### src/special_regs_map.vh
// Register offsets, field positions, reset values and timing counts
// for the CPU status register bank. Assumes a 32-bit APB slave at 50 MHz.
`ifndef SPECIAL_REGS_MAP_VH
`define SPECIAL_REGS_MAP_VH

// ==========================================================
// Register byte offsets
`define OFS_BLOWN_FUSE_MODULE_NUMBER 8'h00
`define OFS_SUPPLY_DIP_COUNT 8'h04
`define OFS_DIAGNOSTIC_ERROR_NUMBER 8'h08
`define OFS_ERROR_STAMP_YEAR_MONTH 8'h0C
`define OFS_ERROR_STAMP_DAY_HOUR 8'h10
`define OFS_ERROR_STAMP_MINUTE_SECOND 8'h14
`define OFS_ERROR_INFO_CLASS 8'h18
`define OFS_ERROR_INFO_VALUE 8'h1C
`define OFS_CPU_OPERATING_STATE 8'h20
`define OFS_MAIN_CYCLE_TIME_MS 8'h24
`define OFS_MAIN_CYCLE_TIME_MAX_MS 8'h28
`define OFS_CLOCK_YEAR_MONTH 8'h2C
`define OFS_IRQ_STATUS 8'h30
`define OFS_IRQ_MASK 8'h34

// ==========================================================
// Field positions and codes
`define STATE_LSB 0
`define STATE_MSB 3
`define CAUSE_LSB 4
`define CAUSE_MSB 7
`define STATE_RUN 4'h0
`define STATE_STOP 4'h2
`define CAUSE_SWITCH 4'h0
`define CAUSE_ERROR 4'h4
`define INFO_CLASS_NONE 16'h0000
`define INFO_CLASS_UNIT 16'h0001
`define INFO_CLASS_PARAM 16'h0002

// ==========================================================
// Interrupt status bits
`define IRQ_FUSE 0
`define IRQ_DIP 1
`define IRQ_DIAG 2
`define IRQ_STOP 3
`define IRQ_BITS 4

// ==========================================================
// Reset values
`define RST_REG16 16'h0000
`define RST_CLOCK_YEAR_MONTH 16'h0001
`define RST_IRQ_MASK 4'h0

// ==========================================================
// Timing
`define CLK_PERIOD_NS 20
`define MS_NS 1000000
`define MS_CYCLES (`MS_NS / `CLK_PERIOD_NS)

`endif

### src/cpu_status_special_registers.v
// Bank of 16-bit CPU status registers behind an APB slave.
// Assumes event inputs synchronous to pclk; clock time comes from outside.
//
// Functional notes
// Fuse register takes lowest blown module number
// Count supply dips while running, binary
// Store self-diagnosis error number in binary
// Stamp year and month BCD on update
// Stamp day and hour BCD on update
// Stamp minute and second BCD on update
// Class code: none, unit number, parameter
// Info value holds detail; CPU 1-4
// Each main pass: state 0 run, 2 stop
// Stop cause 0 switch, 4 error; earliest wins
// Last main cycle length in milliseconds
// Largest main cycle length in milliseconds
// Clock year/month BCD, written by device or user
// Values stored as plain binary by default
// State bits 3:0, cause bits 7:4, rest zero
// Stamps load with error number, same cycle
//
// The register addresses and the APB interface to the registers were chosen for this implementation.
`timescale 1ns/1ps
`include "special_regs_map.vh"

module cpu_status_special_registers #(
  parameter NUM_MODULES = 64,
  parameter MS_CYCLES = `MS_CYCLES
) (
  input wire pclk,
  input wire presetn,
  input wire psel,
  input wire penable,
  input wire pwrite,
  input wire [7:0] paddr,
  input wire [31:0] pwdata,
  output wire pready,
  output reg [31:0] prdata,
  output wire pslverr,
  input wire [NUM_MODULES-1:0] fuse_blown,
  input wire supply_dip,
  input wire diag_error,
  input wire [15:0] diag_error_code,
  input wire [1:0] diag_info_class,
  input wire [15:0] diag_info_value,
  input wire [15:0] time_day_hour,
  input wire [15:0] time_minute_second,
  input wire clock_set,
  input wire [15:0] clock_set_year_month,
  input wire run_switch,
  input wire error_stop,
  input wire main_pass,
  output wire irq
);

  // ==========================================================
  // Register storage
  reg [15:0] blown_fuse_module_number;
  reg [15:0] supply_dip_count;
  reg [15:0] diagnostic_error_number;
  reg [15:0] error_stamp_year_month;
  reg [15:0] error_stamp_day_hour;
  reg [15:0] error_stamp_minute_second;
  reg [15:0] error_info_class;
  reg [15:0] error_info_value;
  reg [3:0] op_state;
  reg [3:0] stop_cause;
  reg [15:0] main_cycle_time_ms;
  reg [15:0] main_cycle_time_max_ms;
  reg [15:0] clock_year_month;
  reg [`IRQ_BITS-1:0] irq_status;
  reg [`IRQ_BITS-1:0] irq_mask;
  reg fuse_seen;
  reg [31:0] next_prdata;
  reg next_err;
  reg read_err;

  wire fuse_any;
  wire [15:0] fuse_index;
  wire [15:0] cycle_ms;
  wire cycle_done;
  wire [15:0] cpu_operating_state;
  wire setup_phase;
  wire write_access;
  wire running;
  wire stop_request;
  wire [`IRQ_BITS-1:0] irq_events;
  wire [`IRQ_BITS-1:0] irq_clear;

  // ==========================================================
  // Register write match, shared by all writable registers
  function wr_hit;
    input [7:0] addr;
    input [7:0] ofs;
    begin
      wr_hit = (addr == ofs);
    end
  endfunction

  // ==========================================================
  // Helper blocks
  lowest_index_encoder #(
    .WIDTH(NUM_MODULES)
  ) lowest_index_encoder_i (
    .req(fuse_blown),
    .any(fuse_any),
    .index(fuse_index)
  );

  main_cycle_timer #(
    .MS_CYCLES(MS_CYCLES)
  ) main_cycle_timer_i (
    .pclk(pclk),
    .presetn(presetn),
    .cycle_mark(main_pass),
    .cycle_ms(cycle_ms),
    .cycle_done(cycle_done)
  );

  // ==========================================================
  // APB handshake
  assign pready = 1'b1;
  assign setup_phase = psel && !penable;
  assign write_access = psel && penable && pwrite;
  assign pslverr = psel && penable && read_err;

  // ==========================================================
  // Blown fuse module number
  always @(posedge pclk or negedge presetn)
  begin
    if (!presetn)
    begin
      blown_fuse_module_number <= `RST_REG16;
      fuse_seen <= 1'b0;
    end
    else
    begin
      fuse_seen <= fuse_any;
      if (fuse_any)
        blown_fuse_module_number <= fuse_index;
    end
  end

  // ==========================================================
  // Supply dip counter
  assign running = (op_state == `STATE_RUN);

  always @(posedge pclk or negedge presetn)
  begin
    if (!presetn)
      supply_dip_count <= `RST_REG16;
    else if (supply_dip && running)
      supply_dip_count <= supply_dip_count + 16'h0001;
  end

  // ==========================================================
  // Diagnostic error number, stamps and detail
  always @(posedge pclk or negedge presetn)
  begin
    if (!presetn)
    begin
      diagnostic_error_number <= `RST_REG16;
      error_stamp_year_month <= `RST_REG16;
      error_stamp_day_hour <= `RST_REG16;
      error_stamp_minute_second <= `RST_REG16;
      error_info_class <= `INFO_CLASS_NONE;
      error_info_value <= `RST_REG16;
    end
    else if (diag_error)
    begin
      diagnostic_error_number <= diag_error_code;
      error_stamp_year_month <= clock_year_month;
      error_stamp_day_hour <= time_day_hour;
      error_stamp_minute_second <= time_minute_second;
      if (diag_info_class == 2'b01)
        error_info_class <= `INFO_CLASS_UNIT;
      else if (diag_info_class == 2'b10)
        error_info_class <= `INFO_CLASS_PARAM;
      else
        error_info_class <= `INFO_CLASS_NONE;
      if (diag_info_class == 2'b01 || diag_info_class == 2'b10)
        error_info_value <= diag_info_value;
      else
        error_info_value <= `RST_REG16;
    end
  end

  // ==========================================================
  // Operating state updated each main pass; stop cause kept on passes that stay stopped
  assign stop_request = !run_switch || error_stop;
  assign cpu_operating_state = {8'h00, stop_cause, op_state};

  always @(posedge pclk or negedge presetn)
  begin
    if (!presetn)
    begin
      op_state <= `STATE_STOP;
      stop_cause <= `CAUSE_SWITCH;
    end
    else if (main_pass)
    begin
      if (!stop_request)
      begin
        op_state <= `STATE_RUN;
        stop_cause <= `CAUSE_SWITCH;
      end
      else
      begin
        op_state <= `STATE_STOP;
        if (running)
          stop_cause <= error_stop ? `CAUSE_ERROR : `CAUSE_SWITCH;
      end
    end
  end

  // ==========================================================
  // Cycle times
  always @(posedge pclk or negedge presetn)
  begin
    if (!presetn)
    begin
      main_cycle_time_ms <= `RST_REG16;
      main_cycle_time_max_ms <= `RST_REG16;
    end
    else if (cycle_done)
    begin
      main_cycle_time_ms <= cycle_ms;
      if (cycle_ms > main_cycle_time_max_ms)
        main_cycle_time_max_ms <= cycle_ms;
    end
  end

  // ==========================================================
  // Clock year/month, device request beats a user write
  always @(posedge pclk or negedge presetn)
  begin
    if (!presetn)
      clock_year_month <= `RST_CLOCK_YEAR_MONTH;
    else if (clock_set)
      clock_year_month <= clock_set_year_month;
    else if (write_access && wr_hit(paddr, `OFS_CLOCK_YEAR_MONTH))
      clock_year_month <= pwdata[15:0];
  end

  // ==========================================================
  // Interrupts: sticky, write one to clear, set wins
  assign irq_events[`IRQ_FUSE] = fuse_any && !fuse_seen;
  assign irq_events[`IRQ_DIP] = supply_dip && running;
  assign irq_events[`IRQ_DIAG] = diag_error;
  assign irq_events[`IRQ_STOP] = main_pass && running && stop_request;
  assign irq_clear = (write_access && wr_hit(paddr, `OFS_IRQ_STATUS)) ? pwdata[`IRQ_BITS-1:0] : {`IRQ_BITS{1'b0}};
  assign irq = |(irq_status & irq_mask);

  always @(posedge pclk or negedge presetn)
  begin
    if (!presetn)
    begin
      irq_status <= {`IRQ_BITS{1'b0}};
      irq_mask <= `RST_IRQ_MASK;
    end
    else
    begin
      irq_status <= (irq_status & ~irq_clear) | irq_events;
      if (write_access && wr_hit(paddr, `OFS_IRQ_MASK))
        irq_mask <= pwdata[`IRQ_BITS-1:0];
    end
  end

  // ==========================================================
  // Read decode, captured in the setup phase
  always @*
  begin
    next_err = 1'b0;
    next_prdata = 32'h00000000;
    if (paddr == `OFS_BLOWN_FUSE_MODULE_NUMBER)
      next_prdata = {16'h0000, blown_fuse_module_number};
    else if (paddr == `OFS_SUPPLY_DIP_COUNT)
      next_prdata = {16'h0000, supply_dip_count};
    else if (paddr == `OFS_DIAGNOSTIC_ERROR_NUMBER)
      next_prdata = {16'h0000, diagnostic_error_number};
    else if (paddr == `OFS_ERROR_STAMP_YEAR_MONTH)
      next_prdata = {16'h0000, error_stamp_year_month};
    else if (paddr == `OFS_ERROR_STAMP_DAY_HOUR)
      next_prdata = {16'h0000, error_stamp_day_hour};
    else if (paddr == `OFS_ERROR_STAMP_MINUTE_SECOND)
      next_prdata = {16'h0000, error_stamp_minute_second};
    else if (paddr == `OFS_ERROR_INFO_CLASS)
      next_prdata = {16'h0000, error_info_class};
    else if (paddr == `OFS_ERROR_INFO_VALUE)
      next_prdata = {16'h0000, error_info_value};
    else if (paddr == `OFS_CPU_OPERATING_STATE)
      next_prdata = {16'h0000, cpu_operating_state};
    else if (paddr == `OFS_MAIN_CYCLE_TIME_MS)
      next_prdata = {16'h0000, main_cycle_time_ms};
    else if (paddr == `OFS_MAIN_CYCLE_TIME_MAX_MS)
      next_prdata = {16'h0000, main_cycle_time_max_ms};
    else if (paddr == `OFS_CLOCK_YEAR_MONTH)
      next_prdata = {16'h0000, clock_year_month};
    else if (paddr == `OFS_IRQ_STATUS)
      next_prdata = {28'h0000000, irq_status};
    else if (paddr == `OFS_IRQ_MASK)
      next_prdata = {28'h0000000, irq_mask};
    else
      next_err = 1'b1;
  end

  always @(posedge pclk or negedge presetn)
  begin
    if (!presetn)
    begin
      prdata <= 32'h00000000;
      read_err <= 1'b0;
    end
    else if (setup_phase)
    begin
      prdata <= pwrite ? 32'h00000000 : next_prdata;
      read_err <= next_err;
    end
  end

endmodule // cpu_status_special_registers

### src/lowest_index_encoder.v
// Finds the lowest set bit of a request vector.
// Assumes a synchronous, combinational use by the register bank.
`timescale 1ns/1ps

module lowest_index_encoder #(
  parameter WIDTH = 64
) (
  input wire [WIDTH-1:0] req,
  output reg any,
  output reg [15:0] index
);

  integer i;

  // ==========================================================
  // Scan from the top so the lowest set bit wins
  always @*
  begin
    any = 1'b0;
    index = 16'h0000;
    for (i = WIDTH - 1; i >= 0; i = i - 1)
    begin
      if (req[i])
      begin
        any = 1'b1;
        index = i[15:0];
      end
    end
  end

endmodule // lowest_index_encoder

### src/main_cycle_timer.v
// Measures main-cycle length in millisecond units.
// Assumes cycle_mark pulses once at each main pass boundary.
`timescale 1ns/1ps

module main_cycle_timer #(
  parameter MS_CYCLES = 50000
) (
  input wire pclk,
  input wire presetn,
  input wire cycle_mark,
  output reg [15:0] cycle_ms,
  output reg cycle_done
);

  reg [31:0] div;
  reg [15:0] ms_count;
  wire ms_tick;

  // ==========================================================
  // One-millisecond enable divider
  assign ms_tick = (div == MS_CYCLES - 1);

  always @(posedge pclk or negedge presetn)
  begin
    if (!presetn)
      div <= 32'h00000000;
    else if (cycle_mark || ms_tick)
      div <= 32'h00000000;
    else
      div <= div + 32'h00000001;
  end

  // ==========================================================
  // Millisecond count, saturating at full scale
  always @(posedge pclk or negedge presetn)
  begin
    if (!presetn)
    begin
      ms_count <= 16'h0000;
      cycle_ms <= 16'h0000;
      cycle_done <= 1'b0;
    end
    else
    begin
      cycle_done <= cycle_mark;
      if (cycle_mark)
      begin
        // A tick landing on the mark still closes a whole millisecond
        if (ms_tick && ms_count != 16'hFFFF)
          cycle_ms <= ms_count + 16'h0001;
        else
          cycle_ms <= ms_count;
        ms_count <= 16'h0000;
      end
      else if (ms_tick && ms_count != 16'hFFFF)
        ms_count <= ms_count + 16'h0001;
    end
  end

endmodule // main_cycle_timer

### config.mk
export PLATFORM = sky130hd
export DESIGN_NAME = cpu_status_special_registers
export DESIGN_NICKNAME = d
export VERILOG_FILES = /design/src/cpu_status_special_registers.v /design/src/lowest_index_encoder.v /design/src/main_cycle_timer.v
export VERILOG_INCLUDE_DIRS = /design/src /design/src/src
export SDC_FILE = /design/constraint.sdc
export NUM_CORES = 1
export LEC_CHECK = 0
export ABC_CLOCK_PERIOD_IN_PS = 2800
export BUFFER_PORTS_ARGS = -buffer_cell sky130_fd_sc_hd__buf_2
export CAP_MARGIN = 20
export CORE_MARGIN = 3
export CORE_UTILIZATION = 57
export DETAILED_ROUTE_END_ITERATION = 8
export GPL_ROUTABILITY_DRIVEN = 1
export MAX_ROUTING_LAYER = met4
export PLACE_DENSITY = 0.84
export SYNTH_ARGS = -nofsm -noshare
export SYNTH_HDL_FRONTEND = slang
export SYNTH_SLANG_ARGS = --single-unit
export TNS_END_PERCENT = 10
### constraint.sdc
create_clock -name pclk -period 2.8 [get_ports pclk]
set_input_delay 0.14 -clock pclk [delete_from_list [all_inputs] [get_ports pclk]]
set_output_delay 0.14 -clock pclk [all_outputs]
set_load 0.005 [all_outputs]
Word-level counts from Yosys, hierarchy flattened --
Cells that the tools add are included.
Operators by class: $add $sub $neg 3, multiply operators 0, divide/modulo/power cells 0, magnitude comparators 1, equal/unequal tests 18, shift-type cells 0, mux-type cells 170, bitwise operators 4, reductions and logical operators 24
Operators by type and width (count):
- two-way mux 6 bit | 64
- two-way mux 16 bit | 17
- two-way mux 1 bit | 78
- two-way mux 32 bit | 2
- == test 8 x 6 -> 1 bit, second input constant | 6
- adder 16 x 1 -> 16 bit, second input constant | 2
- adder 32 x 1 -> 32 bit, second input constant | 1
- == test 32 x 16 -> 1 bit, second input constant | 1
- == test 8 x 5 -> 1 bit, second input constant | 4
- two-way mux 4 bit | 5
- == test 8 x 4 -> 1 bit, second input constant | 2
- > comparator 16 bit | 1
- inequality test 16 bit, second input constant | 1
- logical AND 1 bit | 12
- bitwise AND 4 bit | 2
- == test 8 x 3 -> 1 bit, second input constant | 1
- zero test 8 bit | 1
- two-way mux 2 bit | 3
- zero test 4 bit | 1
- NOT 4 bit | 1
- bitwise OR 4 bit | 1
- AND reduction 2 bit | 2
- OR reduction 4 bit | 1
- zero test 1 bit | 3
- other kinds (6) | 8
Word-level totals: bits in registers 291, latch bits 0, bits in writable memories 0, bits in read-only memories 0, bits of input ports 197, output and inout bits 35, word-level logic and storage cells 242, memories 0

Depth between registers and ports, before layout --
depth after elaboration 66, mapped depth 9, gate-level depth less buffers 8

Hierarchy --
From an unflattened synthesis, not the netlist that was laid out.
Unflattened totals: cell total of the unflattened synthesis 1438, area total of the unflattened synthesis 13799.5 um^2
By module, submodules not included:
- cpu_status_special_registers | instances 1, cells each 963, area each 9828.2 um^2, seq. area each 4757.1 um^2
- main_cycle_timer | instances 1, cells each 324, area each 3129.3 um^2, seq. area each 1626.6 um^2
- lowest_index_encoder | instances 1, cells each 151, area each 842.1 um^2, seq. area each 0.0 um^2

Least setup slack after synthesis --
No wires, ideal clock.
path type flip-flop to flip-flop, from register main_cycle_timer_i.cycle_ms[15], to register main_cycle_time_max_ms[10], data arrival time 2.207 ns, required time 2.675 ns, path slack 0.468 ns, stages on the path, launching flop included 8, path buffers 1, period minus slack after synthesis 2.332 ns, cells stage by stage dfrtp_1 -> ha_1 -> nand4_1 -> nor4_1 -> a21oi_1 -> a21oi_1 -> buf_2 -> mux2_2
Between the ends: longest elaborated chain between the ends 2
Ends and longest elaborated chain:
- start: declaration | line main_cycle_timer.v:11 | output reg [15:0] cycle_ms,
- start signal: assignment | line main_cycle_timer.v:50 | cycle_ms <= ms_count + 16'h0001;
- start signal: assignment | line main_cycle_timer.v:52 | cycle_ms <= ms_count;
- > comparator 16 bit | line cpu_status_special_registers.v:228 | if (cycle_ms > main_cycle_time_max_ms)
- AND reduction 2 bit (no source line)
- end signal: assignment | line cpu_status_special_registers.v:223 | main_cycle_time_max_ms <= `RST_REG16;
- end signal: assignment | line cpu_status_special_registers.v:229 | main_cycle_time_max_ms <= cycle_ms;
- end: declaration | line cpu_status_special_registers.v:69 | reg [15:0] main_cycle_time_max_ms;
Every way passes these cells. A chain may end at the register's enable or synchronous reset.

Final worst setup path --
from register main_cycle_time_max_ms[15], to register main_cycle_time_max_ms[6]
Between the ends: longest elaborated chain between the ends 2
Ends and longest elaborated chain (line):
- > comparator 16 bit | cpu_status_special_registers.v:228
- AND reduction 2 bit (no source line)
Every way passes these cells.

==> metrics.md <==
| Metric | Value |
|---|---|
| Worst-Margin Slew | `0.7413 ns` |
| Synth warn | `0` |
| Port-buffer cells | `198` |
| Resize count post-CTS | `0` |
| Power Total | `9516 uW` |
| Register bit total from synthesis | `245` |
| DR iter-0 viols | `995` |
| Synth Area in Simple Gates | `0.1534` |
| Core Box Area | `22030 um2` |
| Die area | `24440 um2` |
| Outcome | `complete, no violations` |
| Commonest non-fill, non-tap cell in the layout | `dfrtp_1` |
| Asr flop ratio synth | `1.000` |
| Overflow after GRT | `0` |
| CP endpoint kind | `register` |
| Drt via density | `6.174` |
| Remaining antenna violation count | `0` |
| Initial antenna violation count | `3` |
| Largest family of logic cells by synthesized area | `simple AND/OR/NAND/NOR gates` |
| RSZ-0062 raised after global routing | `false` |
| Pins over their slew limit | `0` |
| First-pass GRT wire length | `60260 um` |
| Top Ports | `232` |
| Compound-Gate Fraction of Synth Area | `0.1237` |
| Endpoints failing hold | `0` |
| Root buf cell | `clkbuf_16` |
| GR peak layer | `met2` |
| Total global-route track usage | `0.3168` |
| M2 GR Usage | `0.5151` |
| Clock Skew | `0.02545 ns` |
| Clock sink count | `245` |
| Clock Path Buffers | `3` |
| Sequential fraction of the synthesis area | `0.4761` |
| Site row count | `54` |
| Max IR drop VDD | `0.0003929 V` |
| Hpwl dp | `24280 um` |
| Placer congestion estimate | `0.9560` |
| Via count | `11560` |
| Vias in the first global route | `11640` |
| Fmax | `0.4023 GHz` |
| H-tree depth | `1` |
| Final setup fails | `0` |
| Drt total wl | `38860 um` |
| Crit Path Max Fanout | `16` |
| WL/cell | `20.76 um` |
| Cts bufs inserted | `25` |
| Hold path endpoint | `blown_fuse_module_number[4]$_DFFE_PN0P_` |
| Reg2reg end | `main_cycle_time_max_ms[6]$_DFFE_PN0P_` |
| Avg Inst Size Synth | `10.14 um2` |
| WHS Path Cells | `4` |
| Worst-case reg-to-reg path depth | `8` |
| Reg2Reg Setup Slack | `0.31 ns` |
| TritonCTS clock tree | `built` |
| GRT met3 Usage | `0.06803` |
| Fraction of layout cells with a size suffix above 1 | `0.2498` |
| Kind of critical path | `register to register` |
| Post-synthesis cell area | `12880 um2` |
| Worst EP required | `3.20 ns` |
| Die X | `156.3 um` |
| Die H | `156.3 um` |
| Hold path startpoint | `fuse_blown[13]` |
| Largest net degree at the start of global routing | `76` |
| Cell count after synthesis | `1270` |
| Critical Path AT | `2.88 ns` |
| CTS clk-pin slew, worst paths | `0.06 ns` |
| Final #Nets | `1788` |
| Area growth, synth to finish | `24.85%` |
| Final core utilization | `0.7303` |
| Post-synth EDFFs | `0` |
| P per Cell Area | `591.6 nW/um2` |
| Top_reg_cell synth | `dfrtp_1` |
| Final period utilization | `0.8878` |
| Startpoint Class | `register` |
| Adder and majority gate portion of the synthesized area | `0.02039` |
| Commonest non-fill, non-tap cells in the layout | `dfrtp_1 (243), buf_2 (196), nor2_1 (124), mux2_2 (110), dlygate4sd3_1 (109)` |
| Slew HR | `0.5013` |
| Tmin final | `2.486 ns` |
| Max-cap violations | `0` |
| Met1 usage | `0.3784` |
| Layout fillers | `1370` |
| Starting Density | `0.5849` |
| Reg-to-reg critical path startpoint | `main_cycle_time_max_ms[15]$_DFFE_PN0P_` |
| Netlist cell types | `80` |
| Setup TNS | `0 ns` |
| Mux share of post-synthesis cell area | `0.1311` |
| First-pass DRT Iterations | `6` |
| Clock latency on the worst-skew pair | `0.54 ns` |
| Lkg Pwr | `0.007247 uW` |
| Synth Area in XOR/XNOR | `0.04011` |
| Worst hold path type | `input pin to register` |
| Number of remaining DRC errors | `0` |
==> worst max-delay path, cell delays in order, from the launching register on <==
cell and delay, ns:
dfrtp_1 0.41, inv_1 0.07, ha_1 0.32, nand4_1 0.20, nor4_1 0.44, a21oi_1 0.13, a21oi_1 0.15, buf_4 0.27
mux2_2 0.37
==> power breakdown <==
group,internal [uW],switching (uW)
combinational,776,822
sequential,3890,319
clock,2260,1440
==> cell usage after synthesis, types with 3 or more instances <==
library cell  number  area [um2]
nand3_1           28       140.1
a22oi_1            5       37.54
nand2b_1           6       37.54
nor3_1            29       145.1
buf_4             19       142.6
dfrtp_1          243        6081
a22o_1             3       26.28
o21a_1             3       22.52
buf_6              9       101.4
nor4b_1            3       26.28
nand2_1          101       379.1
clkbuf_1          40       150.1
ha_1              21       262.8
a211oi_1          13       97.59
and3_1            17       106.4
nor2_1           124       465.5
and4_1             7       61.31
mux2i_1           38       380.4
xor2_1            25       219.0
mux2_2           110        1239
nand4_1           29       181.4
o22ai_1            5       31.28
nor4_1            35       219.0
or3_1              4       25.02
a221o_1            6       60.06
a31oi_1           12       75.07
o21bai_1           3       22.52
a211o_1            3       26.28
xnor2_1           34       297.8
clkbuf_8           3       41.29
o21ai_0           69       345.3
a21o_1             5       37.54
inv_1             63       236.5
a32oi_1            3       26.28
a21oi_1           60       300.3
o31ai_1           14       105.1
nor2b_1            7       43.79
a221oi_1          12       105.1
==> worst max path at each step <==
stage | from | end
floorplan | main_cycle_timer_i.cycle_ms[15]$_DFFE_PN0P_ | main_cycle_time_max_ms[10]$_DFFE_PN0P_
finish | main_cycle_time_max_ms[15]$_DFFE_PN0P_ | main_cycle_time_max_ms[6]$_DFFE_PN0P_
global placement | paddr[1] | prdata[13]$_DFFE_PN0P_
detailed placement | paddr[1] | prdata[8]$_DFFE_PN0P_
CTS | main_cycle_time_max_ms[15]$_DFFE_PN0P_ | main_cycle_time_max_ms[6]$_DFFE_PN0P_
global route | main_cycle_time_max_ms[15]$_DFFE_PN0P_ | main_cycle_time_max_ms[14]$_DFFE_PN0P_
==> kinds of logic (layout without fill, tap and decap cells) <==
| kind of cell | count (synthesis) | in the layout |
|---|---|---|
| flops | 245 | 245 |
| fa+ha+maj | 21 | 21 |
| simple gates | 407 | 407 |
| mux | 151 | 151 |
| buf+inv | 139 | 443 |
| compound gates | 246 | 246 |
| other cells | 2 | 20 |
| xor+xnor | 59 | 59 |
==> flip-flops by register name, indices dropped and copies added (netlist names), 16 cells and up <==
register and count:
clock_year_month 16, main_cycle_time_max_ms 16, main_cycle_timer_i.div 32, main_cycle_timer_i.ms_count 16, supply_dip_count 16, error_stamp_day_hour 16
error_stamp_minute_second 16, diagnostic_error_number 16, main_cycle_time_ms 16, error_info_value 16, prdata 16, main_cycle_timer_i.cycle_ms 16
error_stamp_year_month 16
==> per-stage QoR <==
| step | instances | hold WS, ns | instance area [um2] | setup slack [ns] |
|---|---|---|---|---|
| after floorplan | 1285 | -0.1556 | 12940 | 0.4685 |
| after global placement | 1714 | 0.1436 | 14080 | 0.5308 |
| after detailed placement | 1714 | 0.1462 | 14080 | 0.4885 |
| after CTS | 1869 | 0.003100 | 16080 | 0.3602 |
| after global routing | 1872 | 0.01618 | 16090 | 0.2574 |
| final | 1872 | 0.02000 | 16090 | 0.3141 |
==> layout make-up <==
type	instances	area (um2)	share of cell area
clock inverter	11	183.9	0.01143
timing repair buffer	334	2347	0.1459
clock buffer	35	723.2	0.04496
sequential	245	6133	0.3813
antenna	3	7.507	0.0004667
inverter	63	236.5	0.01470
tap	280	350.3	0.02178
multi-input combinational	901	6103	0.3794
==> per-layer routing <==
layer / vias to the layer above / part of all wire / wire (um)
met3: 160 / 0.089 / 3450
li1: 5165 / - / -
met5: - / 0 / 0
met4: 0 / 0.049 / 1906
met1: 5570 / 0.38 / 14580
met2: 662 / 0.49 / 18930
==> repair_timing <==
action,4_1_cts,5_1_grt
buffers inserted,0,0
endpoints found under the hold margin,165,0
hold buffers,109,0
Note: power is estimated with default switching activity, not from simulation.
